--- src/rcc_pkg.sv ---
// constants, field layout and carrier types for the reference clock configuration block
// assumes a 32-bit apb slave clocked by pclk at 100 mhz; analog clock path lives outside
// Function
// - one pll enable bit picks pll multiplier path or direct reference path
// - with pll enabled a buffered copy of the reference leaves the output pin
// - two-bit drive field: 00 tristate, 01 low, 10 medium, 11 high current
// - crystal select pin high enables the internal crystal oscillator as source
// - pll multiplier accepts integer factors from 12 to 127
// - three-bit band field: 000..101 bands zero to five, 110 and 111 bypass pll
// - three-bit pump field sets charge pump current, 212 uA up to 387 uA
// - lock output latches high on lock, cleared while phase detector reset is set
`default_nettype none

package rcc_pkg;

    localparam logic [11:0] rcc_addr_config = 12'h000;
    localparam logic [11:0] rcc_addr_status = 12'h004;

    localparam int rcc_drive_lsb = 28;
    localparam int rcc_band_lsb = 24;
    localparam int rcc_pump_lsb = 19;
    localparam int rcc_div_bit = 15;
    localparam int rcc_pdreset_bit = 10;
    localparam int rcc_pll_en_bit = 8;
    localparam int rcc_mult_lsb = 1;

    // multiplier field is bits [7:1], so the whole low byte except bit 0 must be writable
    localparam logic [31:0] rcc_config_writable = 32'h373f_85fe;
    localparam logic [31:0] rcc_config_reset = 32'h1f3f_4000;

    localparam logic [6:0] rcc_mult_min = 7'h0c;
    localparam logic [6:0] rcc_mult_max = 7'h7f;
    localparam logic [2:0] rcc_band_last = 3'h5;

    localparam logic [1:0] rcc_drive_off = 2'h0;

    typedef enum logic [1:0] {
        rcc_drive_tristate_type_off,
        rcc_drive_low,
        rcc_drive_medium,
        rcc_drive_high
    } rcc_drive_type;

    typedef struct packed {
        logic [1:0] drive;
        logic [2:0] band;
        logic [2:0] pump;
        logic div_en;
        logic pdreset;
        logic pll_en;
        logic [6:0] mult;
    } rcc_cfg_type;

    typedef struct packed {
        logic use_pll;
        logic ref_out_en;
        logic [1:0] ref_out_drive;
        logic [2:0] band;
        logic [2:0] pump;
        logic [6:0] mult;
        logic div_en;
        logic pdreset;
    } rcc_ctrl_type;

endpackage

`default_nettype wire

--- src/rcc_reference_clock_config.sv ---
// reference clock front end configuration: apb register, path select, band, pump, drive, lock latch
// assumes the analog pll reports a raw lock level synchronous to pclk and takes static controls
//
// Chosen here: the placing of the registers and the APB slave port.
`default_nettype none

module rcc_reference_clock_config
    import rcc_pkg::*;
(
    input wire logic pclk, // apb clock, 100 mhz
    input wire logic presetn, // asynchronous reset, active low
    input wire logic psel, // apb select
    input wire logic penable, // apb access phase
    input wire logic pwrite, // apb direction, high for write
    input wire logic [11:0] paddr, // apb byte address
    input wire logic [31:0] pwdata, // apb write data
    input wire logic [3:0] pstrb, // apb byte strobes
    output logic pready, // apb ready, always high
    output logic [31:0] prdata, // apb read data
    output logic pslverr, // apb error on unmapped address
    input wire logic crystal_select_pin, // high selects crystal oscillator
    input wire logic pll_lock_raw, // raw lock level from the pll
    output logic crystal_osc_enable, // enables the internal crystal oscillator
    output logic system_clock_from_pll, // high: system_sample_clock from pll path
    output logic input_divider_enable, // enables the reference input divider
    output logic [6:0] pll_multiplier, // pll integer multiplication factor
    output logic [2:0] oscillator_band_select, // oscillator band code
    output logic [2:0] pump_current_setting, // charge pump current code
    output logic phase_detector_reset, // holds the phase detector in reset
    output logic buffered_reference_output_en, // output buffer enable for reference copy
    output logic [1:0] output_drive_strength, // reference output drive code
    output logic pll_lock // latched lock indication
);

    logic [31:0] config_word;
    logic crystal_select;
    logic lock_latched;
    logic mult_bad;
    rcc_cfg_type cfg;
    rcc_ctrl_type next_ctrl;
    rcc_ctrl_type ctrl;

    logic setup_write;
    logic access_done;
    logic hit_config;
    logic hit_status;

    // field extraction used for both the control path and the status readback
    function automatic rcc_cfg_type unpack_cfg(input logic [31:0] w);
        rcc_cfg_type c;
        c.drive = w[rcc_drive_lsb +: 2];
        c.band = w[rcc_band_lsb +: 3];
        c.pump = w[rcc_pump_lsb +: 3];
        c.div_en = w[rcc_div_bit];
        c.pdreset = w[rcc_pdreset_bit];
        c.pll_en = w[rcc_pll_en_bit];
        c.mult = w[rcc_mult_lsb +: 7];
        return c;
    endfunction

    // band codes above the last band mean bypass
    function automatic logic band_is_bypass(input logic [2:0] b);
        return b > rcc_band_last;
    endfunction

    function automatic logic mult_in_range(input logic [6:0] m);
        return (m >= rcc_mult_min) && (m <= rcc_mult_max);
    endfunction

    function automatic logic [31:0] merge_strobes(
        input logic [31:0] old_w,
        input logic [31:0] new_w,
        input logic [3:0] strb
    );
        logic [31:0] r;
        r = old_w;
        for (int i = 0; i < 4; i++) begin
            if (strb[i]) begin
                r[i*8 +: 8] = new_w[i*8 +: 8];
            end
        end
        return r;
    endfunction

    assign cfg = unpack_cfg(config_word);

    // apb decode; zero wait states keep the master simple
    assign access_done = psel && penable;
    assign hit_config = (paddr == rcc_addr_config);
    assign hit_status = (paddr == rcc_addr_status);
    assign setup_write = access_done && pwrite && hit_config;
    assign pready = 1'b1;
    assign pslverr = access_done && !(hit_config || hit_status);

    always_ff @(posedge pclk or negedge presetn) begin
        if (!presetn) begin
            config_word <= rcc_config_reset;
        end else if (setup_write) begin
            config_word <= merge_strobes(config_word, pwdata, pstrb) & rcc_config_writable;
        end
    end

    always_ff @(posedge pclk or negedge presetn) begin
        if (!presetn) begin
            crystal_select <= 1'b0;
        end else begin
            crystal_select <= crystal_select_pin;
        end
    end

    // decoded control set
    always_comb begin
        next_ctrl = '0;
        next_ctrl.use_pll = cfg.pll_en && !band_is_bypass(cfg.band);
        next_ctrl.ref_out_en = next_ctrl.use_pll && (cfg.drive != rcc_drive_off);
        next_ctrl.ref_out_drive = next_ctrl.use_pll ? cfg.drive : rcc_drive_off;
        next_ctrl.band = cfg.band;
        next_ctrl.pump = cfg.pump;
        next_ctrl.mult = mult_in_range(cfg.mult) ? cfg.mult : rcc_mult_min;
        next_ctrl.div_en = cfg.div_en;
        next_ctrl.pdreset = cfg.pdreset;
    end

    always_ff @(posedge pclk or negedge presetn) begin
        if (!presetn) begin
            ctrl <= '0;
        end else begin
            ctrl <= next_ctrl;
        end
    end

    // flags an out-of-range multiplier so software sees the substitution
    always_ff @(posedge pclk or negedge presetn) begin
        if (!presetn) begin
            mult_bad <= 1'b0;
        end else begin
            mult_bad <= !mult_in_range(cfg.mult);
        end
    end

    // lock latch
    // reset bit held wins over a lock report: the detector cannot lock while held anyway
    always_ff @(posedge pclk or negedge presetn) begin
        if (!presetn) begin
            lock_latched <= 1'b0;
        end else if (ctrl.pdreset) begin
            lock_latched <= 1'b0;
        end else if (ctrl.use_pll && pll_lock_raw) begin
            lock_latched <= 1'b1;
        end
    end

    // read data registered for the access phase of the same transfer
    always_ff @(posedge pclk or negedge presetn) begin
        if (!presetn) begin
            prdata <= '0;
        end else if (psel && !penable && !pwrite) begin
            if (hit_config) begin
                prdata <= config_word;
            end else if (hit_status) begin
                prdata <= {26'h0, mult_bad, ctrl.ref_out_en, ctrl.use_pll,
                           crystal_select, pll_lock_raw, lock_latched};
            end else begin
                prdata <= '0;
            end
        end
    end

    assign crystal_osc_enable = crystal_select;
    assign system_clock_from_pll = ctrl.use_pll;
    assign input_divider_enable = ctrl.div_en;
    assign pll_multiplier = ctrl.mult;
    assign oscillator_band_select = ctrl.band;
    assign pump_current_setting = ctrl.pump;
    assign phase_detector_reset = ctrl.pdreset;
    assign buffered_reference_output_en = ctrl.ref_out_en;
    assign output_drive_strength = ctrl.ref_out_drive;
    assign pll_lock = lock_latched;

endmodule

`default_nettype wire

--- config.mk ---
export PLATFORM = sky130hd
export DESIGN_NAME = rcc_reference_clock_config
export DESIGN_NICKNAME = d
export VERILOG_FILES = /design/src/rcc_pkg.sv /design/src/rcc_reference_clock_config.sv
export SDC_FILE = /design/constraint.sdc
export NUM_CORES = 1
export LEC_CHECK = 0
export BUFFER_PORTS_ARGS = -buffer_cell sky130_fd_sc_hd__buf_2
export CAP_MARGIN = 40
export CORE_UTILIZATION = 39
export CTS_BUF_LIST = sky130_fd_sc_hd__clkbuf_8
export DETAILED_ROUTE_END_ITERATION = 7
export GPL_ROUTABILITY_DRIVEN = 0
export PLACE_DENSITY = 0.74
export SKIP_LAST_GASP = 1
export SLEW_MARGIN = 20
export SYNTH_ARGS = -nofsm -noshare
export SYNTH_HDL_FRONTEND = slang
export SYNTH_SLANG_ARGS = --single-unit
--- constraint.sdc ---
create_clock -name pclk -period 1.4 [get_ports pclk]
set_input_delay 0.28 -clock pclk [delete_from_list [all_inputs] [get_ports pclk]]
set_output_delay 0.28 -clock pclk [all_outputs]
set_load 0.02 [all_outputs]
==> impl_results.html <==
<table>
<tr><th>Metric</th><th>Value</th></tr>
<tr><th colspan="2">Status</th></tr>
<tr><td>Status</td><td>complete, but fails checks</td></tr>
<tr><td>Violations in the final reports</td><td>negative setup slack</td></tr>
<tr><th colspan="2">Pwr</th></tr>
<tr><td>Leakage Power</td><td>1.87 nW</td></tr>
<tr><td>Switching pwr</td><td>0.788 mW</td></tr>
<tr><td>Peak VDD IR</td><td>0.460 mV</td></tr>
<tr><td>Internal power of the cells</td><td>2.69 mW</td></tr>
<tr><td>Pwr Density</td><td>1010 nW/um^2</td></tr>
<tr><td>Power consumption</td><td>3.47 mW</td></tr>
<tr><td>Part of the power in combinational logic</td><td>5.8%</td></tr>
<tr><td>Switching power share of the total</td><td>22.7%</td></tr>
<tr><td>Relative contribution of the clock network to total power</td><td>38.3%</td></tr>
<tr><td>Sequential Power Share</td><td>55.9%</td></tr>
<tr><th colspan="2">Global routing</th></tr>
<tr><td>M1 GR Usage</td><td>22.5%</td></tr>
<tr><td>Layer carrying the most global-route usage</td><td>met2</td></tr>
<tr><td>Via count of the first global-routing pass</td><td>1716</td></tr>
<tr><td>Global-route met2 utilization</td><td>29.1%</td></tr>
<tr><td>Aggregate global routing overflow</td><td>0</td></tr>
<tr><td>Wire length of the first global-routing pass</td><td>8470 um</td></tr>
<tr><td>Met3 usage</td><td>2.86%</td></tr>
<tr><td>Largest net degree at the start of global routing</td><td>68</td></tr>
<tr><td>Number of antenna violations at the first check in global routing</td><td>0</td></tr>
<tr><td>Gr usage total</td><td>17.8%</td></tr>
<tr><th colspan="2">Die</th></tr>
<tr><td>Height of the chip</td><td>82.2 um</td></tr>
<tr><td>Area of the placeable core</td><td>6060 sq um</td></tr>
<tr><td>Die area</td><td>6750 sq um</td></tr>
<tr><td>Die width</td><td>82.2 um</td></tr>
<tr><td>Initial Util</td><td>41.4%</td></tr>
<tr><td>Io pins</td><td>110</td></tr>
<tr><td>Site row count</td><td>28</td></tr>
<tr><th colspan="2">Cells and area</th></tr>
<tr><td>Utilization after layout</td><td>57.0%</td></tr>
<tr><td>Antenna diode instance count</td><td>0</td></tr>
<tr><td>Final instance area</td><td>3460 sq um</td></tr>
<tr><td>Most common cell after layout, fill and taps aside</td><td>buf_2</td></tr>
<tr><td>Non-filler instance count after layout</td><td>360</td></tr>
<tr><td>P&amp;R area growth vs syn</td><td>37.9%</td></tr>
<tr><td>Commonest non-fill, non-tap cells in the layout</td><td>86 x buf_2, 56 x dfrtp_1, 20 x mux2_2, 17 x a22o_1, 11 x dfstp_2</td></tr>
<tr><td>Fraction of final layout cells with drive strength greater than 1</td><td>61.1%</td></tr>
<tr><td>Nets@finish</td><td>335</td></tr>
<tr><th colspan="2">Worst setup path</th></tr>
<tr><td>Biggest fanout along the worst timing path</td><td>3</td></tr>
<tr><td>Destination of the critical timing path</td><td>pslverr</td></tr>
<tr><td>Path type of the worst setup path</td><td>input pin to output pin</td></tr>
<tr><td>Arrival time at the worst endpoint</td><td>1.52 ns</td></tr>
<tr><td>Worst setup SP type</td><td>input pin</td></tr>
<tr><td>Start of the worst register-to-register path</td><td>config_word[26]</td></tr>
<tr><td>Data required time at the worst endpoint</td><td>1.12 ns</td></tr>
<tr><td>Critical path capture point type</td><td>output pin</td></tr>
<tr><td>Worst R2R Path Depth</td><td>3</td></tr>
<tr><td>Launch point of the worst path</td><td>paddr[6]</td></tr>
<tr><td>Capture point of the worst reg-to-reg path</td><td>buffered_reference_output_en</td></tr>
<tr><td>Reg2Reg Setup Slack</td><td>0.12 ns</td></tr>
<tr><th colspan="2">Synthesis</th></tr>
<tr><td>Fraction of the yosys area taken by sequential cells</td><td>67.4%</td></tr>
<tr><td>Fraction of registers with async set or reset after synthesis</td><td>100%</td></tr>
<tr><td>Syn_area_per_cell</td><td>14.7 sq um</td></tr>
<tr><td>Number of distinct standard cells referenced by the synthesized netlist</td><td>27</td></tr>
<tr><td>Count of flip-flops with a built-in enable after synthesis</td><td>0</td></tr>
<tr><td>Post-synthesis instance total</td><td>171</td></tr>
<tr><td>Seq cells post-synth</td><td>67</td></tr>
<tr><td>Most used flip-flop cell after synthesis</td><td>dfrtp_1</td></tr>
<tr><td>Cell area after synthesis</td><td>2510 sq um</td></tr>
<tr><td>Yosys warning count</td><td>0</td></tr>
<tr><th colspan="2">Placed design</th></tr>
<tr><td>Area of placed instances</td><td>3070 sq um</td></tr>
<tr><td>Placed cell count</td><td>335</td></tr>
<tr><td>HPWL Detailed</td><td>3650 um</td></tr>
<tr><td>Number of port buffers</td><td>89</td></tr>
<tr><th colspan="2">STA</th></tr>
<tr><td>Final Setup Violations</td><td>45</td></tr>
<tr><td>Clock period minus worst slack</td><td>1.80 ns</td></tr>
<tr><td>Layout Skew</td><td>0.00854 ns</td></tr>
<tr><td>Unrepaired setup endpoints after global routing</td><td>true</td></tr>
<tr><td>Fin worst setup slack</td><td>-0.404 ns</td></tr>
<tr><td>Number of pins exceeding their max-slew limit in the final report</td><td>0</td></tr>
<tr><td>Final worst-path cycle share</td><td>129%</td></tr>
<tr><td>Number of failing hold endpoints at the final stage</td><td>0</td></tr>
<tr><td>Total Negative Setup Slacks</td><td>-12.46 ns</td></tr>
<tr><td>FMAX</td><td>554 MHz</td></tr>
<tr><th colspan="2">Route</th></tr>
<tr><td>Detailed-route wire length</td><td>5560 um</td></tr>
<tr><td>Post-detailed-route DRC marker count</td><td>0</td></tr>
<tr><td>DR WL/cell</td><td>15.4 um</td></tr>
<tr><td>Initial detailed-routing violation count</td><td>76</td></tr>
<tr><td>Detailed-route via count</td><td>1711</td></tr>
<tr><td>First-pass DRT Iterations</td><td>4</td></tr>
<tr><td>Vias per std cell</td><td>4.75</td></tr>
<tr><td>Post-route antenna net violation count</td><td>0</td></tr>
<tr><th colspan="2">CTS</th></tr>
<tr><td>CTS clock-pin slew for the worst setup and hold paths</td><td>0.07 ns</td></tr>
<tr><td>Clock sinks</td><td>67</td></tr>
<tr><td>Worst-skew pair later-pin latency</td><td>0.33 ns</td></tr>
<tr><td>Clock tree from TritonCTS</td><td>built</td></tr>
<tr><td>Maximum buffer depth of the clock tree</td><td>2</td></tr>
<tr><td>Number of buffers created by CTS</td><td>9</td></tr>
<tr><td>Master cell of the clock root buffer</td><td>clkbuf_8</td></tr>
<tr><td># H-tree levels</td><td>3</td></tr>
<tr><th colspan="2">Run</th></tr>
<tr><td>Max-cap check violation count</td><td>0</td></tr>
<tr><th colspan="2">Min path</th></tr>
<tr><td>Path type of the worst min-delay path</td><td>input pin to flip-flop</td></tr>
</table>
-- final cells by class --
class                           count  area (sq um)
Multi-Input combinational cell     94           837
Sequential cell                    67          1690
Clock buffer                       10           138
Tap cell                           75          93.8
Timing Repair Buffer              108           669
Clock inverter                      6          27.5
Fill cell                         519          2610
-- metrics by stage --
step	setup WS, ns	hold slack (ns)
6_report	-0.404	0.0539
5_1_grt	-0.423	0.0365
4_1_cts	-0.403	0.0407
3_5_place_dp	-0.665	0.324
3_3_place_gp	-0.634	0.317
2_1_floorplan	-0.531	-0.0156
-- routing by layer --
metal / up-vias / wire [um]
met1: 844 / 2370
met2: 55 / 2860
li1: 803 / -
met4: 0 / 101
met3: 9 / 226
met5: - / 0
-- power by group through the flow --
stage          logic (mW)  clock network (mW)  registers [mW]
3_3_place_gp        0.178                   0            1.98
2_1_floorplan      0.0719                   0            1.98
4_1_cts             0.200                1.36            1.94
5_1_grt             0.222                1.47            1.94
3_5_place_dp        0.179                   0            1.98
6_report            0.200                1.33            1.94
-- flip-flops by register name, summed over array words and instances (netlist names) --
| name | flops |
|---|---|
| buffered_reference_output_en | 1 |
| config_word | 22 |
| crystal_osc_enable | 1 |
| input_divider_enable | 1 |
| mult_bad | 1 |
| oscillator_band_select | 3 |
| output_drive_strength | 2 |
| phase_detector_reset | 1 |
| pll_lock | 1 |
| pll_multiplier | 7 |
| prdata | 23 |
| pump_current_setting | 3 |
| system_clock_from_pll | 1 |
-- cells in the mapped netlist, types with 2 or more instances --
cell / count / share of area (%)
a21boi_0: 2 / 0.60
a22o_1: 17 / 5.9
and2_1: 2 / 0.50
buf_4: 11 / 3.3
clkbuf_1: 7 / 1.0
conb_1: 2 / 0.30
dfrtp_1: 56 / 56
dfstp_2: 11 / 12
mux2_2: 21 / 9.4
mux2i_1: 5 / 2.0
nand2_1: 10 / 1.5
nor2_1: 3 / 0.45
nor2b_1: 2 / 0.50
o21ai_0: 6 / 1.2
or2_2: 3 / 0.75
or4_4: 2 / 0.90
-- worst max-delay path: stages --
cell and delay [ns]:
buf_6 0.09, or4_4 0.56, buf_4 0.17, o311a_1 0.30, buf_6 0.14
-- worst min path at each step --
stage / endpoint / cells past startpoint / startpoint
CTS: crystal_osc_enable / 1 / crystal_select_pin
finish: crystal_osc_enable / 1 / crystal_select_pin
floorplan: buffered_reference_output_en / 0 / presetn
global placement: pll_multiplier[6] / 2 / presetn
global route: crystal_osc_enable / 1 / crystal_select_pin
detailed placement: config_word[7] / 2 / presetn
-- cells by family (layout without fill, tap and decap cells) --
logic type	after synthesis	in the layout	share of synthesized area, %
compound gates	28	28	8.69
buf+inv	19	124	4.79
flops	67	67	67.4
mux	26	26	11.4
other cells	2	9	0.300
simple gates	29	31	7.34
-- timing repair --
item,4_1_cts,5_1_grt
endpoints found under the hold margin,56,0
setup buffers,3,3
pin swaps,23,12
gates resized for setup,26,7
setup endpoints to repair,45,45
gates cloned,2,0
hold buffers,1,0
No activity file was read; power rests on OpenSTA's default activity.
